--- config.mk ---
export PLATFORM = sky130hd
export DESIGN_NAME = io_port_block
export DESIGN_NICKNAME = d
export VERILOG_FILES = /design/src/design/io_port_pkg.sv /design/src/design/io_port_block.sv /design/src/design/port_bank.sv
export SDC_FILE = /design/constraint.sdc
export NUM_CORES = 1
export LEC_CHECK = 0
export BUFFER_PORTS_ARGS = -buffer_cell sky130_fd_sc_hd__buf_4
export CAP_MARGIN = 20
export CORE_MARGIN = 3
export CORE_UTILIZATION = 54
export CTS_CLUSTER_DIAMETER = 120
export DETAILED_ROUTE_END_ITERATION = 16
export GPL_ROUTABILITY_DRIVEN = 1
export PLACE_DENSITY = 0.8
export SLEW_MARGIN = 20
export SYNTH_ARGS = -nofsm -noshare
export SYNTH_HDL_FRONTEND = slang
export SYNTH_SLANG_ARGS = --single-unit
--- constraint.sdc ---
create_clock -name sys_clk -period 2.2 [get_ports sys_clk]
set_input_delay 0.22 -clock sys_clk [delete_from_list [all_inputs] [get_ports sys_clk]]
set_output_delay 0.22 -clock sys_clk [all_outputs]
set_load 0.05 [all_outputs]
--- src/design/io_port_pkg.sv ---
// Purpose: Constants and types for the four-port I/O block with wake-up
// Assumes: Ports are eight bits wide; one clock, synchronous reset
// Notes:   Parameter defaults below are the documented values
// Notes on behaviour
// - In power-down stay idle until an enabled port A pin falls, then wake.
// - Each port A pin has its own wake-up enable bit.
// - Each pin maps to the same bit of its own port's direction register.
// - Direction bit 1 makes the pin an input; data reads return pin level.
// - Direction bit 0 drives the pin from its data latch.
// - Reading an output pin returns the latch, not the pin.
// - Divider output drives its pin only if option chosen and direction output.
// - Each PWM output drives its pin only if option chosen and direction output.
// - Divider and PWM pin options are fixed straps, not changeable at run time.
// - Pull-high is removed from port B pins assigned to analog input.
// - After reset all data and direction registers are all ones.
// - Bit set or clear reads the whole port, changes one bit, writes back.
// - Inputs are not latched; sampled at the read instruction's T2 edge.
// - Output latch holds its value until software writes it again.
package io_port_pkg;
	localparam int           PORT_W      = 8;
	localparam int           NUM_PORTS   = 4;
	localparam int           ANALOG_W    = 4;
	localparam logic [7:0]   RESET_BYTE  = 8'hFF;
	localparam logic [1:0]   PORT_A      = 2'h0;
	localparam logic [1:0]   PORT_B      = 2'h1;
	localparam logic [1:0]   PORT_C      = 2'h2;
	localparam logic [1:0]   PORT_D      = 2'h3;
	localparam int           DIV_BIT     = 3;
	localparam int           PWM0_BIT    = 0;
	localparam int           PWM1_BIT    = 1;
	localparam int           ANALOG_LSB  = 0;

	typedef enum logic [1:0] {
		OP_WRITE_BYTE,
		OP_SET_BIT,
		OP_CLEAR_BIT,
		OP_NONE
	} op_t;

	typedef enum logic {
		SEL_DATA,
		SEL_DIRECTION
	} target_t;
endpackage

--- src/design/io_port_block.sv ---
// Purpose: Four bidirectional eight-bit ports with port A falling-edge wake-up
// Assumes: Pins synchronous to sys_clk; straps stable from power-up
// Notes:   Pin enables are active low; pull-high requests go to the pads
`timescale 1ns/1ps
module io_port_block #(
	parameter int WIDTH = io_port_pkg::PORT_W
) (
	input  wire logic             sys_clk,
	input  wire logic             nrst,
	// Software access
	input  wire logic             acc_valid,
	input  wire logic [1:0]       acc_port,
	input  wire logic             acc_target,
	input  wire logic [1:0]       acc_op,
	input  wire logic [2:0]       acc_bit,
	input  wire logic [WIDTH-1:0] acc_wdata,
	input  wire logic             rd_valid,
	input  wire logic [1:0]       rd_port,
	input  wire logic             rd_target,
	output logic      [WIDTH-1:0] rd_data,
	output logic                  rd_done,
	output logic                  acc_done,
	// Power-down
	input  wire logic             halt_req,
	input  wire logic [WIDTH-1:0] wake_enable,
	output logic                  halted,
	output logic                  wake_pulse,
	// Straps and shared functions
	input  wire logic             opt_divider_en,
	input  wire logic             opt_pwm0_en,
	input  wire logic             opt_pwm1_en,
	input  wire logic [WIDTH-1:0] opt_pull_high_a,
	input  wire logic [WIDTH-1:0] opt_pull_high_b,
	input  wire logic [WIDTH-1:0] opt_pull_high_c,
	input  wire logic [WIDTH-1:0] opt_pull_high_d,
	input  wire logic             freq_divider_output,
	input  wire logic             pwm0_out,
	input  wire logic             pwm1_out,
	input  wire logic [3:0]       analog_select,
	// Pads
	input  wire logic [WIDTH-1:0] pin_a_in,
	input  wire logic [WIDTH-1:0] pin_b_in,
	input  wire logic [WIDTH-1:0] pin_c_in,
	input  wire logic [WIDTH-1:0] pin_d_in,
	output logic      [WIDTH-1:0] pin_a_out,
	output logic      [WIDTH-1:0] pin_b_out,
	output logic      [WIDTH-1:0] pin_c_out,
	output logic      [WIDTH-1:0] pin_d_out,
	output logic      [WIDTH-1:0] pin_a_oe_n,
	output logic      [WIDTH-1:0] pin_b_oe_n,
	output logic      [WIDTH-1:0] pin_c_oe_n,
	output logic      [WIDTH-1:0] pin_d_oe_n,
	output logic      [WIDTH-1:0] pull_a,
	output logic      [WIDTH-1:0] pull_b,
	output logic      [WIDTH-1:0] pull_c,
	output logic      [WIDTH-1:0] pull_d
);
	localparam int NP    = io_port_pkg::NUM_PORTS;
	localparam int DEPTH = 2 * NP;

	////////////////////////////////////////////////////////////////////////////////
	// State

	typedef enum logic [1:0] {
		ST_IDLE,
		ST_RMW
	} seq_t;

	typedef struct packed {
		seq_t                   seq;
		logic [1:0]             port;
		logic                   target;
		logic [1:0]             op;
		logic [2:0]             bitn;
		logic [WIDTH-1:0]       wdata;
		logic                   acc_done;
		logic                   rd_pend;
		logic                   rd_sel_data;
		logic [1:0]             rd_port;
		logic [WIDTH-1:0]       rd_pins;
		logic [WIDTH-1:0]       rd_data;
		logic                   rd_done;
		logic                   halted;
		logic                   wake_pulse;
		logic [WIDTH-1:0]       wake_prev;
		logic                   opt_div;
		logic                   opt_pwm0;
		logic                   opt_pwm1;
		logic                   opt_taken;
		logic [NP-1:0][WIDTH-1:0] pout;
		logic [NP-1:0][WIDTH-1:0] poe_n;
		logic [NP-1:0][WIDTH-1:0] pull;
	} blk_state_t;

	blk_state_t state;
	blk_state_t next_state;

	logic                   bank_we;
	logic [2:0]             bank_waddr;
	logic [WIDTH-1:0]       bank_wdata;
	logic [2:0]             bank_raddr;
	logic [WIDTH-1:0]       bank_rdata;
	logic [DEPTH*WIDTH-1:0] bank_all;

	function automatic logic [2:0] slot(input logic [1:0] port, input logic target);
		slot = {target, port};
	endfunction

	function automatic logic [WIDTH-1:0] pick_pins(input logic [1:0] port,
			input logic [WIDTH-1:0] a, input logic [WIDTH-1:0] b,
			input logic [WIDTH-1:0] c, input logic [WIDTH-1:0] d);
		case (port)
			io_port_pkg::PORT_A: pick_pins = a;
			io_port_pkg::PORT_B: pick_pins = b;
			io_port_pkg::PORT_C: pick_pins = c;
			default:             pick_pins = d;
		endcase
	endfunction

	// Merge latch and pins per direction: input bits show the pin
	function automatic logic [WIDTH-1:0] merge(input logic [WIDTH-1:0] latch,
			input logic [WIDTH-1:0] dir, input logic [WIDTH-1:0] pins);
		merge = (dir & pins) | (~dir & latch);
	endfunction

	////////////////////////////////////////////////////////////////////////////////
	// Latch bank

	port_bank #(
		.WIDTH (WIDTH),
		.DEPTH (DEPTH)
	) u_bank (
		.sys_clk  (sys_clk),
		.nrst     (nrst),
		.wr_en    (bank_we),
		.wr_addr  (bank_waddr),
		.wr_data  (bank_wdata),
		.rd_addr  (bank_raddr),
		.rd_data  (bank_rdata),
		.all_data (bank_all)
	);

	////////////////////////////////////////////////////////////////////////////////
	// Next state

	always_comb begin
		logic [WIDTH-1:0]          pins;
		logic [WIDTH-1:0]          dir_now;
		logic [WIDTH-1:0]          byte_now;
		logic [WIDTH-1:0]          falls;
		logic [NP-1:0][WIDTH-1:0]  lat;
		logic [NP-1:0][WIDTH-1:0]  dir;
		logic [NP-1:0][WIDTH-1:0]  opt_pull;
		pins       = '0;
		dir_now    = '0;
		byte_now   = '0;
		falls      = '0;
		lat        = '0;
		dir        = '0;
		opt_pull   = {opt_pull_high_d, opt_pull_high_c, opt_pull_high_b, opt_pull_high_a};
		next_state = state;
		bank_we    = 1'b0;
		bank_waddr = '0;
		bank_wdata = '0;
		bank_raddr = slot(state.port, state.target);
		for (int p = 0; p < NP; p++) begin
			lat[p] = bank_all[p*WIDTH +: WIDTH];
			dir[p] = bank_all[(p+NP)*WIDTH +: WIDTH];
		end
		next_state.acc_done   = 1'b0;
		next_state.rd_done    = 1'b0;
		next_state.wake_pulse = 1'b0;

		// Straps latched once after reset release so later changes are ignored
		if (!state.opt_taken) begin
			next_state.opt_div   = opt_divider_en;
			next_state.opt_pwm0  = opt_pwm0_en;
			next_state.opt_pwm1  = opt_pwm1_en;
			next_state.opt_taken = 1'b1;
		end

		// Register reads sample the pins now, not a stored copy
		if (rd_valid && state.seq == ST_IDLE) begin
			next_state.rd_pend     = 1'b1;
			next_state.rd_port     = rd_port;
			next_state.rd_sel_data = (rd_target == io_port_pkg::SEL_DATA);
			next_state.rd_pins     = pick_pins(rd_port, pin_a_in, pin_b_in,
				pin_c_in, pin_d_in);
			bank_raddr             = slot(rd_port, rd_target);
		end
		if (state.rd_pend) begin
			next_state.rd_pend = 1'b0;
			next_state.rd_done = 1'b1;
			next_state.rd_data = state.rd_sel_data ?
				merge(bank_rdata, dir[state.rd_port], state.rd_pins) : bank_rdata;
		end

		case (state.seq)
			ST_IDLE: begin
				if (acc_valid && acc_op != io_port_pkg::OP_NONE) begin
					next_state.port   = acc_port;
					next_state.target = acc_target;
					next_state.op     = acc_op;
					next_state.bitn   = acc_bit;
					next_state.wdata  = acc_wdata;
					if (acc_op == io_port_pkg::OP_WRITE_BYTE) begin
						bank_we             = 1'b1;
						bank_waddr          = slot(acc_port, acc_target);
						bank_wdata          = acc_wdata;
						next_state.acc_done = 1'b1;
					end else begin
						next_state.seq = ST_RMW;
					end
				end
			end
			ST_RMW: begin
				// Whole-port read: data target reads live pins on input bits
				pins     = pick_pins(state.port, pin_a_in, pin_b_in, pin_c_in, pin_d_in);
				dir_now  = dir[state.port];
				byte_now = (state.target == io_port_pkg::SEL_DATA) ?
					merge(lat[state.port], dir_now, pins) : dir_now;
				byte_now[state.bitn] = (state.op == io_port_pkg::OP_SET_BIT);
				bank_we             = 1'b1;
				bank_waddr          = slot(state.port, state.target);
				bank_wdata          = byte_now;
				next_state.acc_done = 1'b1;
				next_state.seq      = ST_IDLE;
			end
			default: next_state.seq = ST_IDLE;
		endcase

		// Pad drive
		for (int p = 0; p < NP; p++) begin
			next_state.pout[p]  = lat[p];
			next_state.poe_n[p] = dir[p];
			next_state.pull[p]  = opt_pull[p] & dir[p];
		end
		if (state.opt_div && !dir[io_port_pkg::PORT_A][io_port_pkg::DIV_BIT]) begin
			next_state.pout[io_port_pkg::PORT_A][io_port_pkg::DIV_BIT] = freq_divider_output;
		end
		if (state.opt_pwm0 && !dir[io_port_pkg::PORT_D][io_port_pkg::PWM0_BIT]) begin
			next_state.pout[io_port_pkg::PORT_D][io_port_pkg::PWM0_BIT] = pwm0_out;
		end
		if (state.opt_pwm1 && !dir[io_port_pkg::PORT_D][io_port_pkg::PWM1_BIT]) begin
			next_state.pout[io_port_pkg::PORT_D][io_port_pkg::PWM1_BIT] = pwm1_out;
		end
		for (int i = 0; i < io_port_pkg::ANALOG_W; i++) begin
			if (analog_select[i]) begin
				next_state.pull[io_port_pkg::PORT_B][io_port_pkg::ANALOG_LSB + i] = 1'b0;
			end
		end

		// Wake-up: per-pin falling edge while halted; wake wins over a new halt
		falls                = state.wake_prev & ~pin_a_in & wake_enable;
		next_state.wake_prev = pin_a_in;
		if (state.halted && |falls) begin
			next_state.halted     = 1'b0;
			next_state.wake_pulse = 1'b1;
		end else if (halt_req) begin
			next_state.halted = 1'b1;
		end

		if (!nrst) begin
			next_state.seq         = ST_IDLE;
			next_state.port        = '0;
			next_state.target      = 1'b0;
			next_state.op          = '0;
			next_state.bitn        = '0;
			next_state.wdata       = '0;
			next_state.acc_done    = 1'b0;
			next_state.rd_pend     = 1'b0;
			next_state.rd_sel_data = 1'b0;
			next_state.rd_port     = '0;
			next_state.rd_pins     = '0;
			next_state.rd_data     = '0;
			next_state.rd_done     = 1'b0;
			next_state.halted      = 1'b0;
			next_state.wake_pulse  = 1'b0;
			next_state.wake_prev   = '1;
			next_state.opt_div     = 1'b0;
			next_state.opt_pwm0    = 1'b0;
			next_state.opt_pwm1    = 1'b0;
			next_state.opt_taken   = 1'b0;
			next_state.pout        = {NP{io_port_pkg::RESET_BYTE}};
			next_state.poe_n       = {NP{io_port_pkg::RESET_BYTE}};
			next_state.pull        = '0;
			bank_we                = 1'b0;
		end
	end

	always_ff @(posedge sys_clk) begin
		state <= next_state;
	end

	////////////////////////////////////////////////////////////////////////////////
	// Outputs

	assign rd_data    = state.rd_data;
	assign rd_done    = state.rd_done;
	assign acc_done   = state.acc_done;
	assign halted     = state.halted;
	assign wake_pulse = state.wake_pulse;
	assign pin_a_out  = state.pout[0];
	assign pin_b_out  = state.pout[1];
	assign pin_c_out  = state.pout[2];
	assign pin_d_out  = state.pout[3];
	assign pin_a_oe_n = state.poe_n[0];
	assign pin_b_oe_n = state.poe_n[1];
	assign pin_c_oe_n = state.poe_n[2];
	assign pin_d_oe_n = state.poe_n[3];
	assign pull_a     = state.pull[0];
	assign pull_b     = state.pull[1];
	assign pull_c     = state.pull[2];
	assign pull_d     = state.pull[3];
endmodule

--- src/design/port_bank.sv ---
// Purpose: Small register bank holding the data latches and direction bytes
// Assumes: One write port, one registered read port
// Notes:   Reset loads all ones into every entry
`timescale 1ns/1ps
module port_bank #(
	parameter int WIDTH = 8,
	parameter int DEPTH = 8
) (
	input  wire logic                     sys_clk,
	input  wire logic                     nrst,
	input  wire logic                     wr_en,
	input  wire logic [$clog2(DEPTH)-1:0] wr_addr,
	input  wire logic [WIDTH-1:0]         wr_data,
	input  wire logic [$clog2(DEPTH)-1:0] rd_addr,
	output logic      [WIDTH-1:0]         rd_data,
	output logic      [DEPTH*WIDTH-1:0]   all_data
);
	typedef struct packed {
		logic [DEPTH-1:0][WIDTH-1:0] mem;
		logic [WIDTH-1:0]            rd;
	} bank_state_t;

	bank_state_t state;
	bank_state_t next_state;

	always_comb begin
		next_state = state;
		if (wr_en) begin
			next_state.mem[wr_addr] = wr_data;
		end
		next_state.rd = state.mem[rd_addr];
		if (!nrst) begin
			for (int i = 0; i < DEPTH; i++) begin
				next_state.mem[i] = {WIDTH{1'b1}};
			end
			next_state.rd = {WIDTH{1'b1}};
		end
	end

	always_ff @(posedge sys_clk) begin
		state <= next_state;
	end

	assign rd_data  = state.rd;
	assign all_data = state.mem;
endmodule

==> qor.txt, run 1 <==
Layout cell share with drive strength beyond 1: 34.8%
CTS tree: done
Switching portion of total power: 25.5%
Ys Warns: 0
DRC Markers: 0
Final Instance Area: 11,900 um2
First-pass DRT Iterations: 5
Register area share after synthesis: 45.3%
Final setup vio count: 0
Row count: 47
Asr flop ratio synth: 0%
Worst Setup Start Kind: flip-flop
Commonest cells after routing, fill and taps aside: buf_4 (245), dfxtp_1 (211), a21oi_1 (90)
DR vias: 7,483
VDD IR max: 599 uV
IO Pins: 214
Pin count of the biggest net entering global routing: 68
GR Layer Usage met1: 33.3%
Worst rel slew slack: 58.7%
Hold EP: pull_b[0]
R2r worst-path depth: 7
Top cells by area, synth: dfxtp_1 (45%), buf_4 (8.7%), mux4_2 (5.7%), mux2_2 (5.5%), nand2b_1 (5.0%)
DRT Wirelength: 26.1 mm
Lkg Pwr: 4.96 nW
Syn Nets: 1,041
Final Hold Viols: 0
CP Data Arrival Time: 2.52 ns
Min Tclk post-route: 2.14 ns
Via-per-instance ratio: 5.56
H-tree depth: 1
Setup TNS: 0 ns
Post-Syn Area: 9410 um2
Layout Nets: 1,218
Initial antenna violation count: 0
CTS root buffer: clkbuf_16
Synthesis-to-layout area growth: 26.7%
Placer Congestion: 0.924
EDFF count, synth: 0
Worst-Margin Slew: 0.618 ns
Synth Flop Type: dfxtp_1
Clock skew: 0.0194 ns
Peak Freq: 467 MHz
Synth Instances: 935
Worst-path fanout max: 10
Synth unique cells: 50
GR Overflow Total: 0
DIE AREA: 19,000 um2
Post-synth top area cell: dfxtp_1
Gr usage total: 26.0%
Gr busiest metal: met2
Wire length per cell: 19.4 um
Commonest non-fill, non-tap cell in the layout: buf_4
Reg2reg end: u_bank.all_data[2]
Initial core utilization: 56.0%
Min-Delay Path Depth: 2
Max Buffers Root-to-Sink: 3
Max Cap Viol: 0
DP Wirelength: 18.2 mm
Pint: 6.67 mW
Power share of the combinational group: 13.8%
CP endpoint kind: flip-flop
Met3 GRT Util: 4.83%
Die width: 138 um
Total CTS buffers: 23
Dpl cell area: 10,600 um2
Vias in the first global route: 7,490
Worst hold path class: in2reg
Reg2reg start: state[146]
HP Start: analog_select[0]
Area share of the largest cell type after synthesis: 45.3%
Outcome: completed
Number of diodes: 0
Switch Pwr: 2.28 mW
Clk pwr share: 41.0%
Worst skew pair latency: 0.51 ns
Clock transition at path regs: 0.07 ns
Worst Path Required: 2.58 ns
Core area: 16,800 um2
Die height: 138 um
Final period util: 97.4%
Antenna viol nets, final: 0
Mean Syn Cell Area: 10.1 um2
Pwr Density: 751 nW/um2
Global-route wire length before repair: 40.4 mm
Clock sinks: 213
Seq pwr share: 45.2%
Initial DRC count: 669
I/O Buffers: 213
Synthesized flop and latch total: 213
Critical path type: reg2reg
Slew Viols, Final: 0
R2R Setup Slk: 0.06 ns
GR Layer Usage met2: 43.1%
metal layers:
| layer | part of all wire [%] | vias up |
|---|---|---|
| met3 | 7.5 | 74 |
| met2 | 47 | 355 |
| met5 | 0 | - |
| met4 | 4.2 | 0 |
| li1 | - | 3517 |
| met1 | 41 | 3537 |
logic make-up (layout without fill, tap and decap cells):
| family | count (synthesis) | in the layout | share of synthesized area, % |
|---|---|---|---|
| and+or+nand+nor | 281 | 281 | 15.7 |
| DFF | 213 | 213 | 45.3 |
| muxes | 112 | 112 | 15.8 |
| buffers and inverters | 160 | 350 | 11.6 |
| AOI/OAI and AO/OA | 169 | 169 | 11.6 |
worst max-delay path: stages, from the launching register on:
cell	delay [ns]
dfxtp_4	0.40
buf_12	0.16
mux4_2	0.57
a221oi_1	0.24
a21oi_1	0.09
a31oi_2	0.31
buf_6	0.18
a21oi_1	0.06
power by group through the flow:
stage               clock, mW  sequential, mW  combinational, mW
floorplan                   0            4.11              0.774
global placement            0            4.13               1.10
detailed placement          0            4.13               1.11
CTS                      3.71            4.05               1.20
global route             3.86            4.06               1.30
finish                   3.67            4.05               1.23
repair_timing:
item                                    4_1_cts  5_1_grt
gates cloned                                  0        1
pin swaps                                     0        4
hold endpoints to repair                     52        0
hold buffers                                 55        0
endpoints found under the setup margin       16       36
buffers inserted                              0        3
gates resized for setup                       2        7
state kept, by name (all words and copies together), names as in the netlist, 8 cells and up:
signal           count
pin_b_out            8
pin_c_out            8
pin_a_out            8
state               33
pull_b               8
pin_d_out            8
pull_d               8
u_bank.all_data     64
u_bank.rd_data       8
rd_data              8
pin_a_oe_n           8
pin_d_oe_n           8
pull_a               8
pin_c_oe_n           8
pull_c               8
pin_b_oe_n           8
cell type report:
| class | instances | area (um2) |
|---|---|---|
| fill | 1207 | 4890 |
| sequential | 213 | 4270 |
| multi-input combinational | 562 | 4090 |
| timing repair buffer | 310 | 2580 |
| clock buffer | 32 | 639 |
| tap | 220 | 275 |
| clock inverter | 6 | 67.6 |
| inverter | 2 | 7.51 |
stage by stage:
step	hold slack (ns)	instances	util, %	total power [mW]	worst slack [ns]
global route	0.00541	1345	70.9	9.22	-0.00142
CTS	0.000269	1341	70.3	8.95	0.00540
detailed placement	0.417	1248	62.8	5.24	-0.0333
floorplan	0.248	935	-	4.88	0.300
global placement	0.408	1248	62.8	5.22	0.00120
finish	0.00809	1345	70.9	8.96	0.0570
Yosys cell counts, drive strengths merged, types with 20 or more instances:
master	instances
a21oi	96
and3	30
buf	133
clkbuf	25
dfxtp	213
mux2	46
mux2i	42
mux4	24
nand2	52
nand2b	75
nor2	88
o22ai	20
how the worst max path moves through the flow:
stage	start	to	slack (ns)	depth (start not counted)
after floorplan	state[146]	u_bank.all_data[46]	0.30	7
after global placement	state[146]	u_bank.all_data[43]	0.001	6
after detailed placement	state[146]	u_bank.all_data[27]	-0.03	6
after CTS	state[148]	u_bank.rd_data[6]	0.005	5
after global routing	state[146]	u_bank.all_data[2]	-0.001	7
final	state[146]	u_bank.all_data[2]	0.06	7
(Power assumes the default switching activity.)
==> run 2: changes to the inputs <==
Settings changed: CORE_UTILIZATION 54 to 55, PLACE_DENSITY 0.8 to 0.81, SYNTH_HIERARCHICAL from default to 1.
==> run 2 against run 1 <==
  * Worst hold slack hardly changed
  * Maximum frequency is 5.3% higher
  * Critical path type unchanged
  * Sequential share of layout area fell by 0.58 points
  * Critical path depth stayed put
  * Global-route usage is 4.6 points higher
  * Core utilization up 0.89 points
  * Largest power group unchanged
==> qor.txt, run 2 <==
Most frequent cell after synthesis: dfxtp_1 (unchanged)
EDFF count, synth: 0 (unchanged)
Lkg Pwr: 5.20 nW (was 4.96 nW)
H-tree depth: 1 (unchanged)
DR vias: 8,277 (was 7,483)
Mean Syn Cell Area: 9.52 um2 (was 10.1 um2)
Worst Setup Start Kind: flip-flop (unchanged)
Final Hold Viols: 0 (unchanged)
Die width: 139 um (was 138 um)
Via-per-instance ratio: 5.83 (was 5.56)
Final setup vio count: 0 (unchanged)
Worst hold path class: in2reg (unchanged)
Worst Path Required: 2.52 ns (was 2.58 ns)
Die height: 139 um (was 138 um)
Synth unique cells: 47 (was 50)
Unrepaired setup endpoints after global routing: no
DRC Markers: 0 (unchanged)
Setup TNS: 0 ns (unchanged)
Final period util: 92.5% (was 97.4%)
Global-route wire length before repair: 46.6 mm (was 40.4 mm)
Row count: 47 (unchanged)
Clk pwr share: 39.9% (was 41.0%)
Max FFs per register: 64 (unchanged)
Min Tclk post-route: 2.04 ns (was 2.14 ns)
Max Buffers Root-to-Sink: 3 (unchanged)
First-pass DRT Iterations: 7 (was 5)
CTS tree: done (unchanged)
Initial core utilization: 57.3% (was 56.0%)
Register area share after synthesis: 44.1% (was 45.3%)
Post-synth top area cell: dfxtp_1 (unchanged)
Peak Freq: 491 MHz (was 467 MHz)
Synthesized flop and latch total: 213 (unchanged)
Clock transition at path regs: 0.06 ns (was 0.07 ns)
Synth top cells by count: dfxtp_1 (213), nand2_1 (171), buf_4 (110) (was dfxtp_1 (213), buf_4 (109), a21oi_1 (90))
Pint: 6.53 mW (was 6.67 mW)
VDD IR max: 657 uV (was 599 uV)
Wire length per cell: 21.7 um (was 19.4 um)
Max Cap Viol: 0 (unchanged)
CTS root buffer: clkbuf_16 (unchanged)
DIE AREA: 19,200 um2 (was 19,000 um2)
Ys Warns: 6 (was 0)
Commonest cells after routing, fill and taps aside: buf_4 (266), dfxtp_1 (212), nand2_1 (171) (was buf_4 (245), dfxtp_1 (211), a21oi_1 (90))
Clock skew: 0.0177 ns (was 0.0194 ns)
Vias in the first global route: 8,252 (was 7,490)
Synthesis-to-layout area growth: 25.3% (was 26.7%)
Layout Nets: 1,293 (was 1,218)
IO Pins: 214 (unchanged)
Post CTS Setup Buffer Count: 0 (unchanged)
Dpl cell area: 10,800 um2 (was 10,600 um2)
CP endpoint kind: flip-flop (unchanged)
Commonest non-fill, non-tap cell in the layout: buf_4 (unchanged)
Core area: 16,900 um2 (was 16,800 um2)
Fin util: 71.8% (was 70.9%)
Initial antenna violation count: 0 (unchanged)
Power share of the combinational group: 13.7% (was 13.8%)
DP Wirelength: 21.2 mm (was 18.2 mm)
Gr usage total: 30.5% (was 26.0%)
Total CTS buffers: 22 (was 23)
Worst hold slack: 0.00851 ns (was 0.00809 ns)
Seq pwr share: 46.5% (was 45.2%)
Worst skew pair latency: 0.50 ns (was 0.51 ns)
Post-Syn Area: 9670 um2 (was 9410 um2)
Switch Pwr: 2.21 mW (was 2.28 mW)
Critical path type: reg2reg (unchanged)
Pwr Density: 721 nW/um2 (was 751 nW/um2)
Asr flop ratio synth: 0% (unchanged)
Worst-path fanout max: 8 (was 10)
Initial DRC count: 895 (was 669)
Pin count of the biggest net entering global routing: 185 (was 68)
I/O Buffers: 213 (unchanged)
Area share of the largest cell type after synthesis: 44.1% (was 45.3%)
Final Instance Area: 12,100 um2 (was 11,900 um2)
Slew Viols, Final: 0 (unchanged)
Outcome: completed (unchanged)
Layout cell share with drive strength beyond 1: 29.3% (was 34.8%)
CP Data Arrival Time: 2.36 ns (was 2.52 ns)
Synth Flop Type: dfxtp_1 (unchanged)
Number of diodes: 0 (unchanged)
Syn Nets: 1,122 (was 1,041)
DRT Wirelength: 30.8 mm (was 26.1 mm)
Worst rel slew slack: 45.4% (was 58.7%)
Overall power: 8.74 mW (was 8.96 mW)
Antenna viol nets, final: 0 (unchanged)
Synth Instances: 1,016 (was 935)
Switching portion of total power: 25.3% (was 25.5%)
Worst-Margin Slew: 0.820 ns (was 0.618 ns)
GR Overflow Total: 0 (unchanged)
Placer Congestion: 0.990 (was 0.924)
Clock sinks: 213 (unchanged)
Fill cells: 1,207 (unchanged)
Top cells by area, synth: dfxtp_1 (44%), buf_4 (8.5%), mux2i_1 (8.1%), nand2_1 (6.6%), mux4_2 (5.6%) (was dfxtp_1 (45%), buf_4 (8.7%), mux4_2 (5.7%), mux2_2 (5.5%), nand2b_1 (5.0%))
run 2: metal layers:
| layer | GRT usage [%] | up-vias | share of wire [%] |
|---|---|---|---|
| li1 | - | 3732 | - |
| met1 | 37.6 | 3879 | 37 |
| met2 | 49.5 | 561 | 47 |
| met3 | 9.72 | 105 | 12 |
| met4 | 13.0 | 0 | 4.4 |
| met5 | 0 | - | 0 |
run 2: power by group through the flow:
stage | Clock [mW] | Sequential (mW) | Combinational (mW)
after floorplan | 0 | 4.10 | 0.773
after global placement | 0 | 4.14 | 1.06
after detailed placement | 0 | 4.14 | 1.07
after CTS | 3.53 | 4.06 | 1.16
after global routing | 3.67 | 4.07 | 1.26
final | 3.48 | 4.06 | 1.19
run 2: cells by family after synthesis:
logic type,count (synthesis),share of synthesized area [%]
AND/OR/NAND/NOR,367,18.9
flip-flops,213,44.1
buffers and inverters,198,13.0
AO/OA/AOI/OAI,120,8.41
multiplexers,118,15.5
run 2: worst max-delay path, cell delays in order (launching register included):
cell	delay, ns
dfxtp_1	0.34
nand2b_1	0.16
nor3_2	0.09
a22o_1	0.27
buf_4	0.18
or4b_1	0.62
nand2_1	0.12
nand3_1	0.08
run 2: what timing repair did:
| item | 4_1_cts | 5_1_grt |
|---|---|---|
| hold buffers | 57 | 0 |
| resized for setup | 5 | 5 |
| hold endpoints to repair | 53 | 0 |
| setup endpoints to repair | 24 | 44 |
run 2: worst paths after layout:
path                            slack [ns]                 end   startpoint  depth (start not counted)
worst max-delay path                  0.16  u_bank/all_data[6]   state[148]                          7
worst min-delay path                 0.009          state[147]  acc_port[1]                          3
worst max register to register        0.16  u_bank/all_data[6]   state[148]                          7
worst min register to register        0.47          state[121]   state[121]                          2
run 2: layout make-up:
type	count	area (um2)	share of cell area (%)
clock inverter	4	20.0	0.165
multi-input combinational	605	4180	34.5
timing repair buffer	328	2670	22.0
clock buffer	32	649	5.36
sequential	213	4270	35.2
tap	220	275	2.27
inverter	17	63.8	0.527
run 2: through the flow:
stage	setup slack (ns)	cells
after floorplan	0.232	1016
after global placement	-0.0126	1326
after detailed placement	-0.109	1326
after CTS	0.0238	1419
after global routing	0.00999	1419
final	0.164	1419
==> run 3: changes to the inputs <==
Settings changed: REMOVE_ABC_BUFFERS from default to 1.
==> run 3 against run 2 <==
  * Worst hold slack improved by 0.0053 ns
  * Wire length decreased by 5.6%
  * Die area unchanged
  * Sequential power about the same
  * Largest power group unchanged
==> qor.txt, run 3 (same netlist as run 2, synthesis figures left out) <==
DIE AREA: 19,200 um2 (unchanged)
Commonest non-fill, non-tap cell in the layout: buf_4 (unchanged)
Max FFs per register: 64 (unchanged)
Worst-Margin Slew: 0.792 ns (was 0.820 ns)
I/O Buffers: 213 (unchanged)
Overall power: 8.70 mW (was 8.74 mW)
Synthesis-to-layout area growth: 23.7% (was 25.3%)
Pin count of the biggest net entering global routing: 185 (unchanged)
Crit path cell chain: nand2b_1 -> o22ai_1 -> o211ai_1 -> o21ai_1 -> mux2i_1 -> nand2_1 (was nand2b_1 -> nor3_2 -> a22o_1 -> buf_4 -> or4b_1 -> nand2_1 -> nand3_1)
Layout cell share with drive strength beyond 1: 28.3% (was 29.3%)
CTS tree: done (unchanged)
DP Wirelength: 18.8 mm (was 21.2 mm)
Vias in the first global route: 8,045 (was 8,252)
Slew Viols, Final: 0 (unchanged)
Final period util: 97.0% (was 92.5%)
Global-route wire length before repair: 44.8 mm (was 46.6 mm)
Worst rel slew slack: 46.9% (was 45.4%)
Clock transition at path regs: 0.07 ns (was 0.06 ns)
DRC Markers: 0 (unchanged)
Antenna viol nets, final: 0 (unchanged)
Fill cells: 1,236 (was 1,207)
Lkg Pwr: 5.09 nW (was 5.20 nW)
Worst-path fanout max: 8 (unchanged)
Max Buffers Root-to-Sink: 3 (unchanged)
Worst hold path class: in2reg (unchanged)
HP Start: opt_pull_high_b[2] (was acc_port[1])
Core area: 16,900 um2 (unchanged)
Worst skew pair latency: 0.51 ns (was 0.50 ns)
Initial antenna violation count: 1 (was 0)
CTS root buffer: clkbuf_16 (unchanged)
Largest delay share family, worst path: compound AO/OA/AOI/OAI gates (was simple AND/OR/NAND/NOR gates)
Min Tclk post-route: 2.13 ns (was 2.04 ns)
Worst stage delay on the critical path: 0.65 ns (was 0.62 ns)
Via-per-instance ratio: 5.82 (was 5.83)
Gr usage total: 28.7% (was 30.5%)
Peak Freq: 469 MHz (was 491 MHz)
Wire length per cell: 20.8 um (was 21.7 um)
GR Overflow Total: 0 (unchanged)
Worst Setup Start Kind: flip-flop (unchanged)
Die height: 139 um (unchanged)
DR vias: 8,145 (was 8,277)
Placer Congestion: 0.961 (was 0.990)
Worst Path Required: 2.64 ns (was 2.52 ns)
Final Hold Viols: 0 (unchanged)
Layout Nets: 1,272 (was 1,293)
H-tree depth: 1 (unchanged)
CP startpoint: state[147] (was state[148])
Final setup vio count: 0 (unchanged)
Clock skew: 0.0134 ns (was 0.0177 ns)
Buf+Inv Stages, Crit Path: 0 (was 1)
Total CTS buffers: 21 (was 22)
DRT Wirelength: 29.0 mm (was 30.8 mm)
Post-place setup slack: -0.0296 ns (was -0.109 ns)
Initial DRC count: 999 (was 895)
Commonest cells after routing, fill and taps aside: buf_4 (243), dfxtp_1 (212), nand2_1 (171) (was buf_4 (266), dfxtp_1 (212), nand2_1 (171))
Max Cap Viol: 0 (unchanged)
VDD IR max: 586 uV (was 657 uV)
Worst setup slack after layout: 0.0657 ns (was 0.164 ns)
First-pass DRT Iterations: 8 (was 7)
Die width: 139 um (unchanged)
Clock sinks: 213 (unchanged)
Initial core utilization: 57.3% (unchanged)
Critical path type: reg2reg (unchanged)
Slowest-stage cell, CP: o21ai_1 (was or4b_1)
CP endpoint kind: flip-flop (unchanged)
Outcome: completed (unchanged)
Worst hold slack: 0.0138 ns (was 0.00851 ns)
IO Pins: 214 (unchanged)
Setup TNS: 0 ns (unchanged)
CP Data Arrival Time: 2.57 ns (was 2.36 ns)
Pwr Density: 727 nW/um2 (was 721 nW/um2)
Reg2reg start: state[147] (was state[148])
Row count: 47 (unchanged)
==> run 3: cell types whose count changed in the layout (fill, tap and decap cells not counted), sizes merged <==
cell	delta
buf	-22
clkbuf	-5
clkinvlp	+3
dlygate4sd3	+2
bufinv	+1
clkinv	-1
diode	+1
inv	+1
==> run 3: repair_timing <==
| item | 4_1_cts | 5_1_grt |
|---|---|---|
| resized for setup | 2 | 13 |
| pin swaps | 0 | 1 |
| buffers inserted | 0 | 2 |
| endpoints found under the hold margin | 56 | 0 |
| hold buffers | 59 | 0 |
| endpoints found under the setup margin | 12 | 51 |
==> run 3: report_power, final <==
group | switching [mW] | internal [mW] | total (mW)
clock | 1.50 | 1.95 | 3.44
combinational | 0.679 | 0.531 | 1.21
sequential | 0.0870 | 3.97 | 4.05
total | 2.26 | 6.44 | 8.70
==> run 3: final timing paths <==
kind	end	slack (ns)	cells after the start
worst max register to register	u_bank/all_data[23]	0.07	6
worst max-delay path	u_bank/all_data[23]	0.07	6
worst min register to register	state[123]	0.46	2
worst min-delay path	pull_b[2]	0.01	3
==> run 3: area by class of cell <==
class                           count  area, um2  share of cell area, %
Multi-Input combinational cell    605       4180                   35.0
Clock buffer                       27        568                   4.75
Inverter                           17       63.8                  0.533
Antenna cell                        1       2.50                 0.0209
Tap cell                          220        275                   2.30
Clock inverter                      8       80.1                  0.669
Sequential cell                   213       4270                   35.6
Timing Repair Buffer              308       2530                   21.1
==> run 3: metal layers <==
| layer | wire length (um) | track usage [%] | part of all wire, % | vias up |
|---|---|---|---|---|
| li1 | - | - | - | 3687 |
| met1 | 11100 | 37.5 | 38 | 3776 |
| met2 | 13600 | 46.5 | 47 | 586 |
| met3 | 3120 | 5.93 | 11 | 96 |
| met4 | 1240 | 12.3 | 4.3 | 0 |
| met5 | 0 | 0 | 0 | - |
==> run 3: worst register-to-register path, cell delays in order, from the launching register on <==
cell,delay [ns]
dfxtp_1,0.53
nand2b_1,0.27
o22ai_1,0.24
o211ai_1,0.11
o21ai_1,0.65
mux2i_1,0.17
nand2_1,0.10
==> run 3: per-stage QoR <==
stage / util [%] / std cells / area, um2
after floorplan: - / 835 / 8470
after global placement: 63.1 / 1302 / 10700
after detailed placement: 63.1 / 1302 / 10700
after CTS: 70.5 / 1396 / 11900
after global routing: 70.9 / 1399 / 12000
final: 70.9 / 1399 / 12000
